==> config.mk <==
export PLATFORM = sky130hd
export DESIGN_NAME = retest_protection_sequencer
export DESIGN_NICKNAME = d
export VERILOG_FILES = /design/src/design/retest_pkg.sv /design/src/design/crc32_byte_step.sv /design/src/design/retest_protection_sequencer.sv
export SDC_FILE = /design/constraint.sdc
export NUM_CORES = 1
export LEC_CHECK = 0
export BUFFER_PORTS_ARGS = -buffer_cell sky130_fd_sc_hd__buf_2
export CAP_MARGIN = 30
export CELL_PAD_IN_SITES_DETAIL_PLACEMENT = 1
export CELL_PAD_IN_SITES_GLOBAL_PLACEMENT = 2
export CORE_ASPECT_RATIO = 1.5
export CORE_MARGIN = 4
export CORE_UTILIZATION = 39
export DETAILED_ROUTE_END_ITERATION = 8
export MAX_ROUTING_LAYER = met4
export PLACE_DENSITY = 0.87
export SETUP_SLACK_MARGIN = 0.4
export SLEW_MARGIN = 10
export SYNTH_ARGS = -nofsm -noshare
export SYNTH_HDL_FRONTEND = slang
export SYNTH_SLANG_ARGS = --single-unit
==> constraint.sdc <==
create_clock -name clock_i -period 4.9 [get_ports clock_i]
set_input_delay 0.49 -clock clock_i [delete_from_list [all_inputs] [get_ports clock_i]]
set_output_delay 0.49 -clock clock_i [all_outputs]
set_load 0.005 [all_outputs]
==> src/design/retest_pkg.sv <==
// constants, field layouts and states of the retest protection sequencer
// assumes a byte-wide nonvolatile memory of 8 kB with a factory region at its bottom
// and a unified code/external-data RAM whose factory area sits at its top end
//
// Notes on behaviour
// - a part at the run level keeps its debug port closed unless a valid retest was entered.
// - the retest pin pattern seen at one boot step makes a run-level part without the debug-disable flag load only the factory region.
// - every action the protection flags ask for is finished before the debug port opens.
// - the protection flags are ignored unless the part is at the run level.
// - the debug-disable flag keeps the debug port closed for good and overrides every other flag.
// - the RAM-clear flag zeroes all code/external-data RAM below the factory area before opening.
// - the RAM-clear flag also zeroes internal data RAM except the lowest 8 locations.
// - the EEPROM-protect flag raises the EEPROM lock so writes stop and reads give 0x00.
// - the nonvolatile-protect flag sets the nonvolatile lock to 1 at the end of boot.
// - while nonvolatile memory is locked only the two CRC32 sums and reads of the last 64 bytes run.
// - protection options cannot be changed or added once the part is at the run level.
// - the protection byte lives at the start of the factory region with no register mirror.
// - protection bits can only go from zero to one, never back.
// - nothing lets software or a tester read the protection byte.
// - nonvolatile-protect is bit 7, EEPROM-protect bit 6 and RAM-clear bit 5 of that byte.
package retest_pkg;

  // ----------------------------------------------------------------
  // memory geometry
  // ----------------------------------------------------------------
  localparam int          NVM_AW            = 13;
  localparam int          XRAM_AW           = 13;
  localparam int          IRAM_AW           = 8;
  localparam logic [12:0] NVM_PROT_ADDR     = 13'h0000;
  localparam logic [12:0] NVM_LEVEL_ADDR    = 13'h0001;
  localparam logic [12:0] NVM_CHIP_ADDR     = 13'h0002;
  localparam logic [12:0] NVM_FACTORY_FIRST = 13'h0000;
  localparam logic [12:0] NVM_FACTORY_LAST  = 13'h03ff;
  localparam logic [12:0] NVM_USER_FIRST    = 13'h0400;
  localparam logic [12:0] NVM_USER_LAST     = 13'h1fbf;
  localparam logic [12:0] NVM_TAIL_FIRST    = 13'h1fc0;
  localparam logic [12:0] XRAM_FIRST        = 13'h0000;
  localparam logic [12:0] XRAM_CLEAR_LAST   = 13'h10ff;
  localparam logic [7:0]  IRAM_CLEAR_FIRST  = 8'h08;
  localparam logic [7:0]  IRAM_LAST         = 8'hff;
  localparam logic [7:0]  CLEAR_BYTE        = 8'h00;

  // ----------------------------------------------------------------
  // stored byte layouts
  // ----------------------------------------------------------------
  localparam int         NVM_LOCK_BIT  = 7;
  localparam int         EE_LOCK_BIT   = 6;
  localparam int         RAM_CLR_BIT   = 5;
  localparam int         KILL_BIT      = 0;
  localparam logic [1:0] LEVEL_FACTORY = 2'h0;
  localparam logic [1:0] LEVEL_USER    = 2'h1;
  localparam logic [1:0] LEVEL_RUN     = 2'h2;
  localparam logic [1:0] RETEST_PATTERN = 2'h2;

  // ----------------------------------------------------------------
  // apb register map
  // ----------------------------------------------------------------
  localparam logic [7:0] REG_CMD      = 8'h00;
  localparam logic [7:0] REG_ADDR     = 8'h04;
  localparam logic [7:0] REG_STATUS   = 8'h08;
  localparam logic [7:0] REG_RESULT   = 8'h0c;
  localparam logic [7:0] REG_PROT_ADD = 8'h10;
  localparam int         CMD_GO       = 0;
  localparam int         CMD_OP_LSB   = 1;
  localparam int         ST_BOOT_DONE = 0;
  localparam int         ST_DBG_OPEN  = 1;
  localparam int         ST_BUSY      = 2;
  localparam int         ST_REFUSED   = 3;
  localparam int         ST_NVM_LOCK  = 4;
  localparam int         ST_EE_LOCK   = 5;
  localparam int         ST_RETEST    = 6;
  localparam logic [1:0] OP_CRC_FACTORY = 2'h0;
  localparam logic [1:0] OP_CRC_USER    = 2'h1;
  localparam logic [1:0] OP_READ        = 2'h2;
  localparam logic [31:0] CRC_INIT      = 32'hffffffff;
  localparam logic [31:0] CRC_POLY      = 32'hedb88320;

  // ----------------------------------------------------------------
  // sequencer states
  // ----------------------------------------------------------------
  typedef enum logic [10:0] {
    ST_RD_PROT  = 11'h001,
    ST_RD_LEVEL = 11'h002,
    ST_RD_CHIP  = 11'h004,
    ST_SAMPLE   = 11'h008,
    ST_LOAD     = 11'h010,
    ST_CLR_X    = 11'h020,
    ST_CLR_I    = 11'h040,
    ST_LOCK     = 11'h080,
    ST_IDLE     = 11'h100,
    ST_CRC      = 11'h200,
    ST_XFER     = 11'h400
  } seq_state_t;

endpackage : retest_pkg

==> src/design/crc32_byte_step.sv <==
// one byte step of a reflected crc32
// assumes the caller holds the running value and applies the final inversion
module crc32_byte_step
  import retest_pkg::*;
(
  input  wire logic [31:0] crc_i,
  input  wire logic [7:0]  data_i,
  output logic      [31:0] crc_o
);

  always_comb begin
    logic [31:0] c;
    c = crc_i ^ {24'h000000, data_i};
    for (int i = 0; i < 8; i++) begin
      c = c[0] ? ((c >> 1) ^ CRC_POLY) : (c >> 1);
    end
    crc_o = c;
  end

endmodule : crc32_byte_step

==> src/design/retest_protection_sequencer.sv <==
// boot-time retest protection sequencer with an apb command port for the tester
// assumes a byte nonvolatile port that answers a held request with a one-cycle ack,
// single-cycle ram write ports and an outside loader that reports load_done_i
//
// The register addresses and register access over APB were chosen for this implementation.
module retest_protection_sequencer (
  input  wire logic                              clock_i,
  input  wire logic                              arst_n_i,
  input  wire logic [1:0]                        retest_pins_i,
  output logic                                   nvm_req_o,
  output logic                                   nvm_we_o,
  output logic [retest_pkg::NVM_AW-1:0]          nvm_addr_o,
  output logic [7:0]                             nvm_wdata_o,
  input  wire logic                              nvm_ack_i,
  input  wire logic [7:0]                        nvm_rdata_i,
  output logic                                   load_start_o,
  output logic                                   load_user_en_o,
  input  wire logic                              load_done_i,
  output logic                                   xram_we_o,
  output logic [retest_pkg::XRAM_AW-1:0]         xram_addr_o,
  output logic [7:0]                             xram_wdata_o,
  output logic                                   iram_we_o,
  output logic [retest_pkg::IRAM_AW-1:0]         iram_addr_o,
  output logic [7:0]                             iram_wdata_o,
  output logic                                   eeprom_lock_o,
  output logic                                   nvm_lock_o,
  output logic                                   debug_open_o,
  output logic                                   boot_done_o,
  input  wire logic                              psel_i,
  input  wire logic                              penable_i,
  input  wire logic                              pwrite_i,
  input  wire logic [7:0]                        paddr_i,
  input  wire logic [31:0]                       pwdata_i,
  output logic [31:0]                            prdata_o,
  output logic                                   pready_o,
  output logic                                   pslverr_o
);
  import retest_pkg::*;

  // ----------------------------------------------------------------
  // state
  // ----------------------------------------------------------------
  typedef struct packed {
    seq_state_t  st;
    logic [1:0]  sync0;
    logic [1:0]  sync1;
    logic [12:0] addr;
    logic [12:0] end_addr;
    logic [12:0] cmd_addr;
    logic [7:0]  prot;
    logic [7:0]  wbyte;
    logic [1:0]  level;
    logic        kill;
    logic        retest;
    logic        load_start;
    logic        boot_done;
    logic        dbg_open;
    logic        ee_lock;
    logic        nv_lock;
    logic        refused;
    logic [31:0] crc;
    logic [31:0] result;
    logic [31:0] prdata;
  } seq_regs_t;

  localparam seq_regs_t REGS_RST = '{st: ST_RD_PROT, addr: NVM_PROT_ADDR, default: '0};

  seq_regs_t   s_r;
  seq_regs_t   s_nxt;
  logic [31:0] crc_step;

  // ----------------------------------------------------------------
  // helpers
  // ----------------------------------------------------------------
  function automatic logic reg_mapped(input logic [7:0] a);
    return (a == REG_CMD) || (a == REG_ADDR) || (a == REG_STATUS) ||
           (a == REG_RESULT) || (a == REG_PROT_ADD);
  endfunction : reg_mapped

  function automatic logic in_tail(input logic [12:0] a);
    return a >= NVM_TAIL_FIRST;
  endfunction : in_tail

  function automatic logic [12:0] inc13(input logic [12:0] a);
    return 13'(a + 13'h0001);
  endfunction : inc13

  crc32_byte_step u_crc (
    .crc_i  (s_r.crc),
    .data_i (nvm_rdata_i),
    .crc_o  (crc_step)
  );

  // ----------------------------------------------------------------
  // next state
  // ----------------------------------------------------------------
  always_comb begin
    logic        apb_wr;
    logic [31:0] status;
    logic [1:0]  op;
    s_nxt            = s_r;
    s_nxt.sync0      = retest_pins_i;
    s_nxt.sync1      = s_r.sync0;
    s_nxt.load_start = 1'b0;
    apb_wr = psel_i && penable_i && pwrite_i && reg_mapped(paddr_i);
    op     = pwdata_i[CMD_OP_LSB +: 2];

    status               = 32'h00000000;
    status[ST_BOOT_DONE] = s_r.boot_done;
    status[ST_DBG_OPEN]  = s_r.dbg_open;
    status[ST_BUSY]      = (s_r.st != ST_IDLE);
    status[ST_REFUSED]   = s_r.refused;
    status[ST_NVM_LOCK]  = s_r.nv_lock;
    status[ST_EE_LOCK]   = s_r.ee_lock;
    status[ST_RETEST]    = s_r.retest;

    // read data is caught in the setup phase so it stands through the access phase;
    // the protection byte has no read path at all
    if (psel_i && !penable_i) begin
      unique case (paddr_i)
        REG_ADDR:   s_nxt.prdata = {19'h00000, s_r.cmd_addr};
        REG_STATUS: s_nxt.prdata = status;
        REG_RESULT: s_nxt.prdata = s_r.result;
        default:    s_nxt.prdata = 32'h00000000;
      endcase
    end

    if (apb_wr && paddr_i == REG_ADDR) begin
      s_nxt.cmd_addr = pwdata_i[12:0];
    end
    // write one clears; a refusal in the same cycle below still sets it
    if (apb_wr && paddr_i == REG_STATUS && pwdata_i[ST_REFUSED]) begin
      s_nxt.refused = 1'b0;
    end

    unique case (s_r.st)
      ST_RD_PROT: begin
        if (nvm_ack_i) begin
          s_nxt.prot = nvm_rdata_i;
          s_nxt.addr = NVM_LEVEL_ADDR;
          s_nxt.st   = ST_RD_LEVEL;
        end
      end
      ST_RD_LEVEL: begin
        if (nvm_ack_i) begin
          s_nxt.level = nvm_rdata_i[1:0];
          s_nxt.addr  = NVM_CHIP_ADDR;
          s_nxt.st    = ST_RD_CHIP;
        end
      end
      ST_RD_CHIP: begin
        if (nvm_ack_i) begin
          s_nxt.kill = nvm_rdata_i[KILL_BIT];
          s_nxt.st   = ST_SAMPLE;
        end
      end
      ST_SAMPLE: begin
        // the only point at which the pins count; any other pattern is a normal boot
        s_nxt.retest     = (s_r.level == LEVEL_RUN) && !s_r.kill &&
                           (s_r.sync1 == RETEST_PATTERN);
        s_nxt.load_start = 1'b1;
        s_nxt.st         = ST_LOAD;
      end
      ST_LOAD: begin
        if (load_done_i) begin
          s_nxt.addr = XRAM_FIRST;
          if (s_r.retest && s_r.prot[RAM_CLR_BIT]) begin
            s_nxt.st = ST_CLR_X;
          end else begin
            s_nxt.st = ST_LOCK;
          end
        end
      end
      ST_CLR_X: begin
        // the factory area above the clear range keeps its contents
        if (s_r.addr == XRAM_CLEAR_LAST) begin
          s_nxt.addr = {5'h00, IRAM_CLEAR_FIRST};
          s_nxt.st   = ST_CLR_I;
        end else begin
          s_nxt.addr = inc13(s_r.addr);
        end
      end
      ST_CLR_I: begin
        if (s_r.addr[7:0] == IRAM_LAST) begin
          s_nxt.st = ST_LOCK;
        end else begin
          s_nxt.addr = inc13(s_r.addr);
        end
      end
      ST_LOCK: begin
        // locks settle here, one cycle ahead of the debug port opening
        s_nxt.ee_lock   = s_r.retest && s_r.prot[EE_LOCK_BIT];
        s_nxt.nv_lock   = s_r.retest && s_r.prot[NVM_LOCK_BIT];
        s_nxt.boot_done = 1'b1;
        s_nxt.st        = ST_IDLE;
      end
      ST_IDLE: begin
        s_nxt.dbg_open = !s_r.kill && ((s_r.level != LEVEL_RUN) || s_r.retest);
        if (apb_wr && paddr_i == REG_CMD && pwdata_i[CMD_GO]) begin
          if (!s_r.dbg_open) begin
            s_nxt.refused = 1'b1;
          end else if (op == OP_CRC_FACTORY) begin
            s_nxt.addr     = NVM_FACTORY_FIRST;
            s_nxt.end_addr = NVM_FACTORY_LAST;
            s_nxt.crc      = CRC_INIT;
            s_nxt.st       = ST_CRC;
          end else if (op == OP_CRC_USER) begin
            s_nxt.addr     = NVM_USER_FIRST;
            s_nxt.end_addr = NVM_USER_LAST;
            s_nxt.crc      = CRC_INIT;
            s_nxt.st       = ST_CRC;
          end else if (op == OP_READ && s_r.cmd_addr != NVM_PROT_ADDR &&
                       (!s_r.nv_lock || in_tail(s_r.cmd_addr))) begin
            // a raw read of the protection byte is refused at every level
            s_nxt.addr = s_r.cmd_addr;
            s_nxt.st   = ST_XFER;
          end else begin
            s_nxt.refused = 1'b1;
          end
        end else if (apb_wr && paddr_i == REG_PROT_ADD) begin
          // nothing may be added once the part is a run part, nor when the port is shut
          if (!s_r.dbg_open || s_r.level == LEVEL_RUN) begin
            s_nxt.refused = 1'b1;
          end else begin
            s_nxt.wbyte = s_r.prot | pwdata_i[7:0];
            s_nxt.addr  = NVM_PROT_ADDR;
            s_nxt.st    = ST_XFER;
          end
        end
      end
      ST_CRC: begin
        if (nvm_ack_i) begin
          s_nxt.crc = crc_step;
          if (s_r.addr == s_r.end_addr) begin
            s_nxt.result = ~crc_step;
            s_nxt.st     = ST_IDLE;
          end else begin
            s_nxt.addr = inc13(s_r.addr);
          end
        end
      end
      ST_XFER: begin
        if (nvm_ack_i) begin
          if (s_r.addr == NVM_PROT_ADDR && s_r.wbyte != 8'h00) begin
            s_nxt.prot  = s_r.wbyte;
            s_nxt.wbyte = 8'h00;
          end else if (s_r.addr != NVM_PROT_ADDR) begin
            s_nxt.result = {24'h000000, nvm_rdata_i};
          end
          s_nxt.st = ST_IDLE;
        end
      end
    endcase
  end

  always_ff @(posedge clock_i or negedge arst_n_i) begin
    if (!arst_n_i) begin
      s_r <= REGS_RST;
    end else begin
      s_r <= s_nxt;
    end
  end

  // ----------------------------------------------------------------
  // outputs
  // ----------------------------------------------------------------
  // a read of the protection byte during command service is blocked: the tester only
  // reaches address zero through a crc, so its raw bits never leave the block
  logic xfer_write;
  assign xfer_write = (s_r.st == ST_XFER) && (s_r.wbyte != 8'h00);

  assign nvm_req_o      = (s_r.st == ST_RD_PROT) || (s_r.st == ST_RD_LEVEL) ||
                          (s_r.st == ST_RD_CHIP) || (s_r.st == ST_CRC) || (s_r.st == ST_XFER);
  assign nvm_we_o       = xfer_write;
  assign nvm_addr_o     = s_r.addr;
  assign nvm_wdata_o    = s_r.wbyte;
  assign load_start_o   = s_r.load_start;
  assign load_user_en_o = !s_r.retest;
  assign xram_we_o      = (s_r.st == ST_CLR_X);
  assign xram_addr_o    = s_r.addr;
  assign xram_wdata_o   = CLEAR_BYTE;
  assign iram_we_o      = (s_r.st == ST_CLR_I);
  assign iram_addr_o    = s_r.addr[7:0];
  assign iram_wdata_o   = CLEAR_BYTE;
  assign eeprom_lock_o  = s_r.ee_lock;
  assign nvm_lock_o     = s_r.nv_lock;
  assign debug_open_o   = s_r.dbg_open;
  assign boot_done_o    = s_r.boot_done;
  assign prdata_o       = s_r.prdata;
  assign pready_o       = 1'b1;
  assign pslverr_o      = psel_i && penable_i && !reg_mapped(paddr_i);

endmodule : retest_protection_sequencer

# Word-level counts from Yosys, hierarchy flattened
# Cells that the tools add are included.
# Widths: inputs -> output; s select.
dict set report word_totals {
  ff_bits 176
  input_bits 57
  out_inout_bits 102
  wordCells 212
}
dict set report classes {
  addsub 1
  order_cmp 1
  n_eq_ne 48
  muxes 72
  bitwise 11
  n_reduce_logical 59
}
# op count
set ops {}
lappend ops {{$mux 32} 16}
lappend ops {{$mux 11} 16}
lappend ops {{$mux 13} 13}
lappend ops {{$pmux 32 s2} 2}
lappend ops {{$pmux 11 s11} 1}
lappend ops {{$not 13->14} 8}
lappend ops {{$pmux 32 s3} 1}
lappend ops {{$pmux 13 s7} 1}
lappend ops {{$mux 64} 1}
lappend ops {{$mux 26} 2}
lappend ops {{$mux 8} 5}
lappend ops {{$ne 2x2->1 const B} 18}
lappend ops {{$mux 16} 2}
lappend ops {{$not 32->32} 1}
lappend ops {{$pmux 8 s2} 2}
lappend ops {{$xor 32x8->32} 1}
lappend ops {{$reduce_bool 13->1} 2}
lappend ops {{$logic_and 1x1->1} 21}
lappend ops {{$eq 8x4->1 const B} 2}
lappend ops {{$add 13x1->13 const B} 1}
lappend ops {{$eq 13x13->1} 1}
lappend ops {{$eq 13x13->1 const B} 1}
lappend ops {{$ge 13x13->1 const B} 1}
lappend ops {{$logic_not 13->1} 1}
lappend ops {{other kinds (35)} 72}

# Logic depth before layout (Yosys ltp)
dict set report logic_depth {
  depth_word 21
  depth_mapped 9
  mapped_depth_nobuf 8
}

# Modules after synthesis
# Synthesis repeated with hierarchy kept, for this count alone.
dict set report hier_totals {
  hier_cells 961
  hier_area_um2 9933.3
}
# module instances cells_per_inst area_per_inst_um2 seq_area_each_um2
set modules_own_cells {}
lappend modules_own_cells {retest_protection_sequencer 1 896 8918.6 4155.2}
lappend modules_own_cells {crc32_byte_step 1 65 1014.7 0.0}

# Worst setup path before layout
# OpenSTA, ideal clock, no wires.
dict set report synth_path {
  kind {register -> register}
  start {register s_r[167] in the netlist's numbering}
  end {register s_r (netlist bit nvm_addr_o[8])}
  arrival_ns 2.308
  required_time_ns 4.780
  path_slack_ns 2.472
  path_stages_with_launch 10
  path_buffers 2
  period_less_slack_ns 2.428
  cell_sequence {dfrtp_1 -> buf_6 -> or4_4 -> nor3_4 -> or2_4 -> nor3_2 -> a221oi_4 -> buf_6 -> o211ai_1 -> o2bb2ai_2}
}
dict set report synth_via {
  elab_chain_cells 3
  elab_cells_between_ends 20
  classes_between {17 x eq/ne; 1 x mux; 2 x reduce/logical}
}
# element line
set synth_lines {}
lappend synth_lines {{start: declaration} retest_protection_sequencer.sv:68} ;# seq_regs_t s_r;
lappend synth_lines {{start signal: assignment} retest_protection_sequencer.sv:260} ;# s_r <= s_nxt;
lappend synth_lines {{$eq 11x7->1 *} --}
lappend synth_lines {{named net iram_we_o} retest_protection_sequencer.sv:22} ;# output logic iram_we_o,
lappend synth_lines {{$reduce_bool 7->1 (no line) or $ne 2x2->1 (tied branches)} --}
lappend synth_lines {{$reduce_and 11->1 (no line)} --}
# Mark *: on every way through the listed nets, which the timed path passes. The rest lies on a longest branch.
# A chain may end at the register's enable or synchronous reset.

# Final worst setup path
dict set report layout_path {
  start {register s_r[167] in the netlist's numbering}
  end {register s_r (netlist bit nvm_addr_o[0])}
}
dict set report layout_via {
  elab_chain_cells 3
  elab_cells_between_ends 20
  classes_between {17 x eq/ne; 1 x mux; 2 x reduce/logical}
}
# element line
set layout_lines {}
lappend layout_lines {{$eq 11x9->1, or another cell as far along} retest_protection_sequencer.sv:136} ;# unique case (s_r.st)
lappend layout_lines {{$ne 5x5->1 (no line), or another cell as far along} --}
lappend layout_lines {{$reduce_and 11->1 (no line)} --}
# Several ways; a longest one is shown, not always the timed one.

==> results_dict.tcl <==
set metrics [dict create \
    hold_path_class "primary input to async pin" \
    crit_fanout 13 \
    crit_type "register to register" \
    ys_types 61 \
    synthArstFlopShare_pct 100.0 \
    yosysWarningCount 0 \
    setup_viol 0 \
    rsz0062_at_grt "false" \
    fmax_ghz 0.2929 \
    drt_iter0_markers 266 \
    fin_area_sq_mm 0.009712 \
    htree_levels 4 \
    grt_most_used_layer "met2" \
    use_met3_pct 3.756 \
    chipWidth_um 131.3 \
    cts_buffers 17 \
    nNetsFinal 953 \
    powerDensity_mw_per_mm2 373.1 \
    synth.avg_cell_area_sq_um 10.34 \
    netlist_instances 860 \
    area_growth_pct 9.262 \
    synth_seq_cells 166 \
    gp_congestion 0.8361 \
    cts_tree "built" \
    critPathCaptureType "register" \
    status "complete, no violations" \
    clkLatencyLatePin_ps 440 \
    die_area_sq_mm 0.02532 \
    post_cts_buffers 0 \
    start_util_pct 39.71 \
    ir_drop_mv 0.2441 \
    wirelength_mm 25.73 \
    dpl_cell_area_sq_mm 0.009124 \
    drive_gt1_share_pct 23.87 \
    fin_util_pct 43.39 \
    clk_path_buf_depth 2 \
    grt.overflow.total 0 \
    postCtsHoldBufs 0 \
    syn_area_sq_mm 0.008889 \
    grt_max_degree 92 \
    hold_viol 0 \
    synth_edf_count 0 \
    wl_per_cell_um 21.76 \
    grt_use_total_pct 21.24 \
    critPathArrivalTime_ps 3750 \
    final_common_cell "dfrtp_1" \
    die_h_um 192.9 \
    layout_common_cells "dfrtp_1, buf_2, nand2_1" \
    met2_usage_pct 38.96 \
    clk_pin_slew_ps 60 \
    drc 0 \
    viasPerCell 5.614 \
    ys.flop_type "dfrtp_1" \
    met1_usage_pct 22.93 \
    critPathLaunchType "register" \
    antenna_found_initial 0 \
    p_leak_nw 4.528 \
    cts_resized 0 \
    core_area_sq_mm 0.02238 \
    rr_worst_depth 7 \
    via_count 6636 \
    first_global_vias 7023 \
    grt_pass1_wl_mm 40.81 \
    root_buffer "clkbuf_16" \
    ant_nets 0 \
    relSlewSlack_pct 36.46 \
    period_needed_ps 3414 \
    ys_seq_area_share_pct 46.75 \
    first_pass_iters 4 \
    slew_viol_final 0 \
    crit_required_ps 5240 \
    min_period_over_period_pct 69.67 \
    port_buffers 122 \
    tightestPinTransition_ps 946.3 \
    tns_ps 0 \
    hpwl_mm 18.81 \
    pin_count 159 \
    fill_cells 2494 \
    clock-sinks 166 \
    rows 67 \
    finalClockSkew_ps 9.552 \
    cap_viol_max_count 0 \
]
cell usage after synthesis (all sizes together) (2+ instances only):
library cell	n	area (sq um)
or3	3	18.77
o31ai	22	165.2
clkbuf	25	93.84
o21ai	53	269.0
mux2i	19	190.2
xnor2	52	455.4
a211oi	2	15.01
buf	105	769.5
or2	2	15.02
nor2b	4	25.02
ha	2	25.02
a221oi	4	52.56
and3	5	31.28
nand3b	2	15.01
nor3	18	132.6
o211ai	5	37.54
a22oi	7	52.55
nor3b	3	22.52
dfrtp	165	4129
o22a	28	245.2
inv	13	48.80
nor2	41	153.9
nand4	9	56.30
nand2	83	316.6
a31oi	3	18.77
mux2	26	292.8
a21oi	34	181.4
or4b	3	30.03
a32oi	4	35.03
o2bb2ai	10	150.1
nor4	14	117.6
xor2	23	201.4
nand3	21	105.1
nand2b	7	43.79
conb	2	7.510
a22o	21	183.9
nor4b	3	26.28
or4	6	48.80
logic make-up after synthesis:
group | count (synthesis) | share of synthesized area [%]
AND/OR/NAND/NOR | 226 | 13.22
AO/OA/AOI/OAI | 201 | 16.58
flip-flops | 166 | 46.75
buffers and inverters | 143 | 10.26
XOR/XNOR | 75 | 7.390
multiplexers | 45 | 5.434
adder cells (fa/ha/maj) | 2 | 0.2815
other | 2 | 0.08449
per-stage QoR:
stage,std cells,hold WS (ps),setup WS (ps),total power [mW]
after detailed placement,1151,344.3,1492,2.280
after global placement,1149,336.3,1619,2.254
after floorplan,875,194.4,2472,2.089
after CTS,1181,90.58,1548,3.653
final,1182,89.23,1486,3.623
after global routing,1181,140.7,1279,3.786
final timing paths:
path,from,end,slack [ps]
setup / recovery,s_r[167],nvm_addr_o[0],1490
hold / removal,arst_n_i,prdata_o[27],90
setup reg to reg,s_r[167],nvm_addr_o[0],1490
hold reg to reg,s_nxt[162],s_r[162],350
max in group asynchronous,arst_n_i,nvm_addr_o[10],3850
min in group clock_i,retest_pins_i[1],s_nxt[162],170
per-layer routing:
metal	up-vias	wire length, um
met3	47	1080
met2	183	13950
met4	0	854
li1	3023	-
met1	3383	9835
met5	-	0
registers in the layout, indices dropped and copies added (netlist names):
register / count
boot_done_o: 1
debug_open_o: 1
eeprom_lock_o: 1
load_start_o: 1
nvm_addr_o: 13
nvm_lock_o: 1
nvm_wdata_o: 8
prdata_o: 32
s_nxt: 2
s_r: 106
layout make-up:
| cell class | count | area, sq um | area share [%] |
|---|---|---|---|
| Inverter | 13 | 48.80 | 0.5024 |
| Multi-Input combinational cell | 566 | 3887 | 40.03 |
| Sequential cell | 166 | 4155 | 42.79 |
| Tap cell | 276 | 345.3 | 3.556 |
| Antenna cell | 1 | 2.502 | 0.02577 |
| Timing Repair Buffer | 130 | 686.9 | 7.073 |
| Clock buffer | 19 | 432.9 | 4.458 |
| Clock inverter | 11 | 152.6 | 1.572 |
report_power, final:
| group | total, mW | internal (mW) | leakage, nW | switching (mW) |
|---|---|---|---|---|
| Combinational | 0.741 | 0.266 | 1.98 | 0.475 |
| Sequential | 1.51 | 1.43 | 2.27 | 0.0820 |
| Clock | 1.37 | 0.799 | 0.275 | 0.571 |
| Total | 3.62 | 2.50 | 4.53 | 1.13 |
worst max-delay path, stage by stage, from the launching register on:
cell and delay, ps:
dfrtp_1 480, nor4_1 630, nand2_1 200, nor3_1 460
nor3_2 160, a221oi_4 650, nand2_2 430, mux2i_1 310
Note: power is estimated with default switching activity, not from simulation.
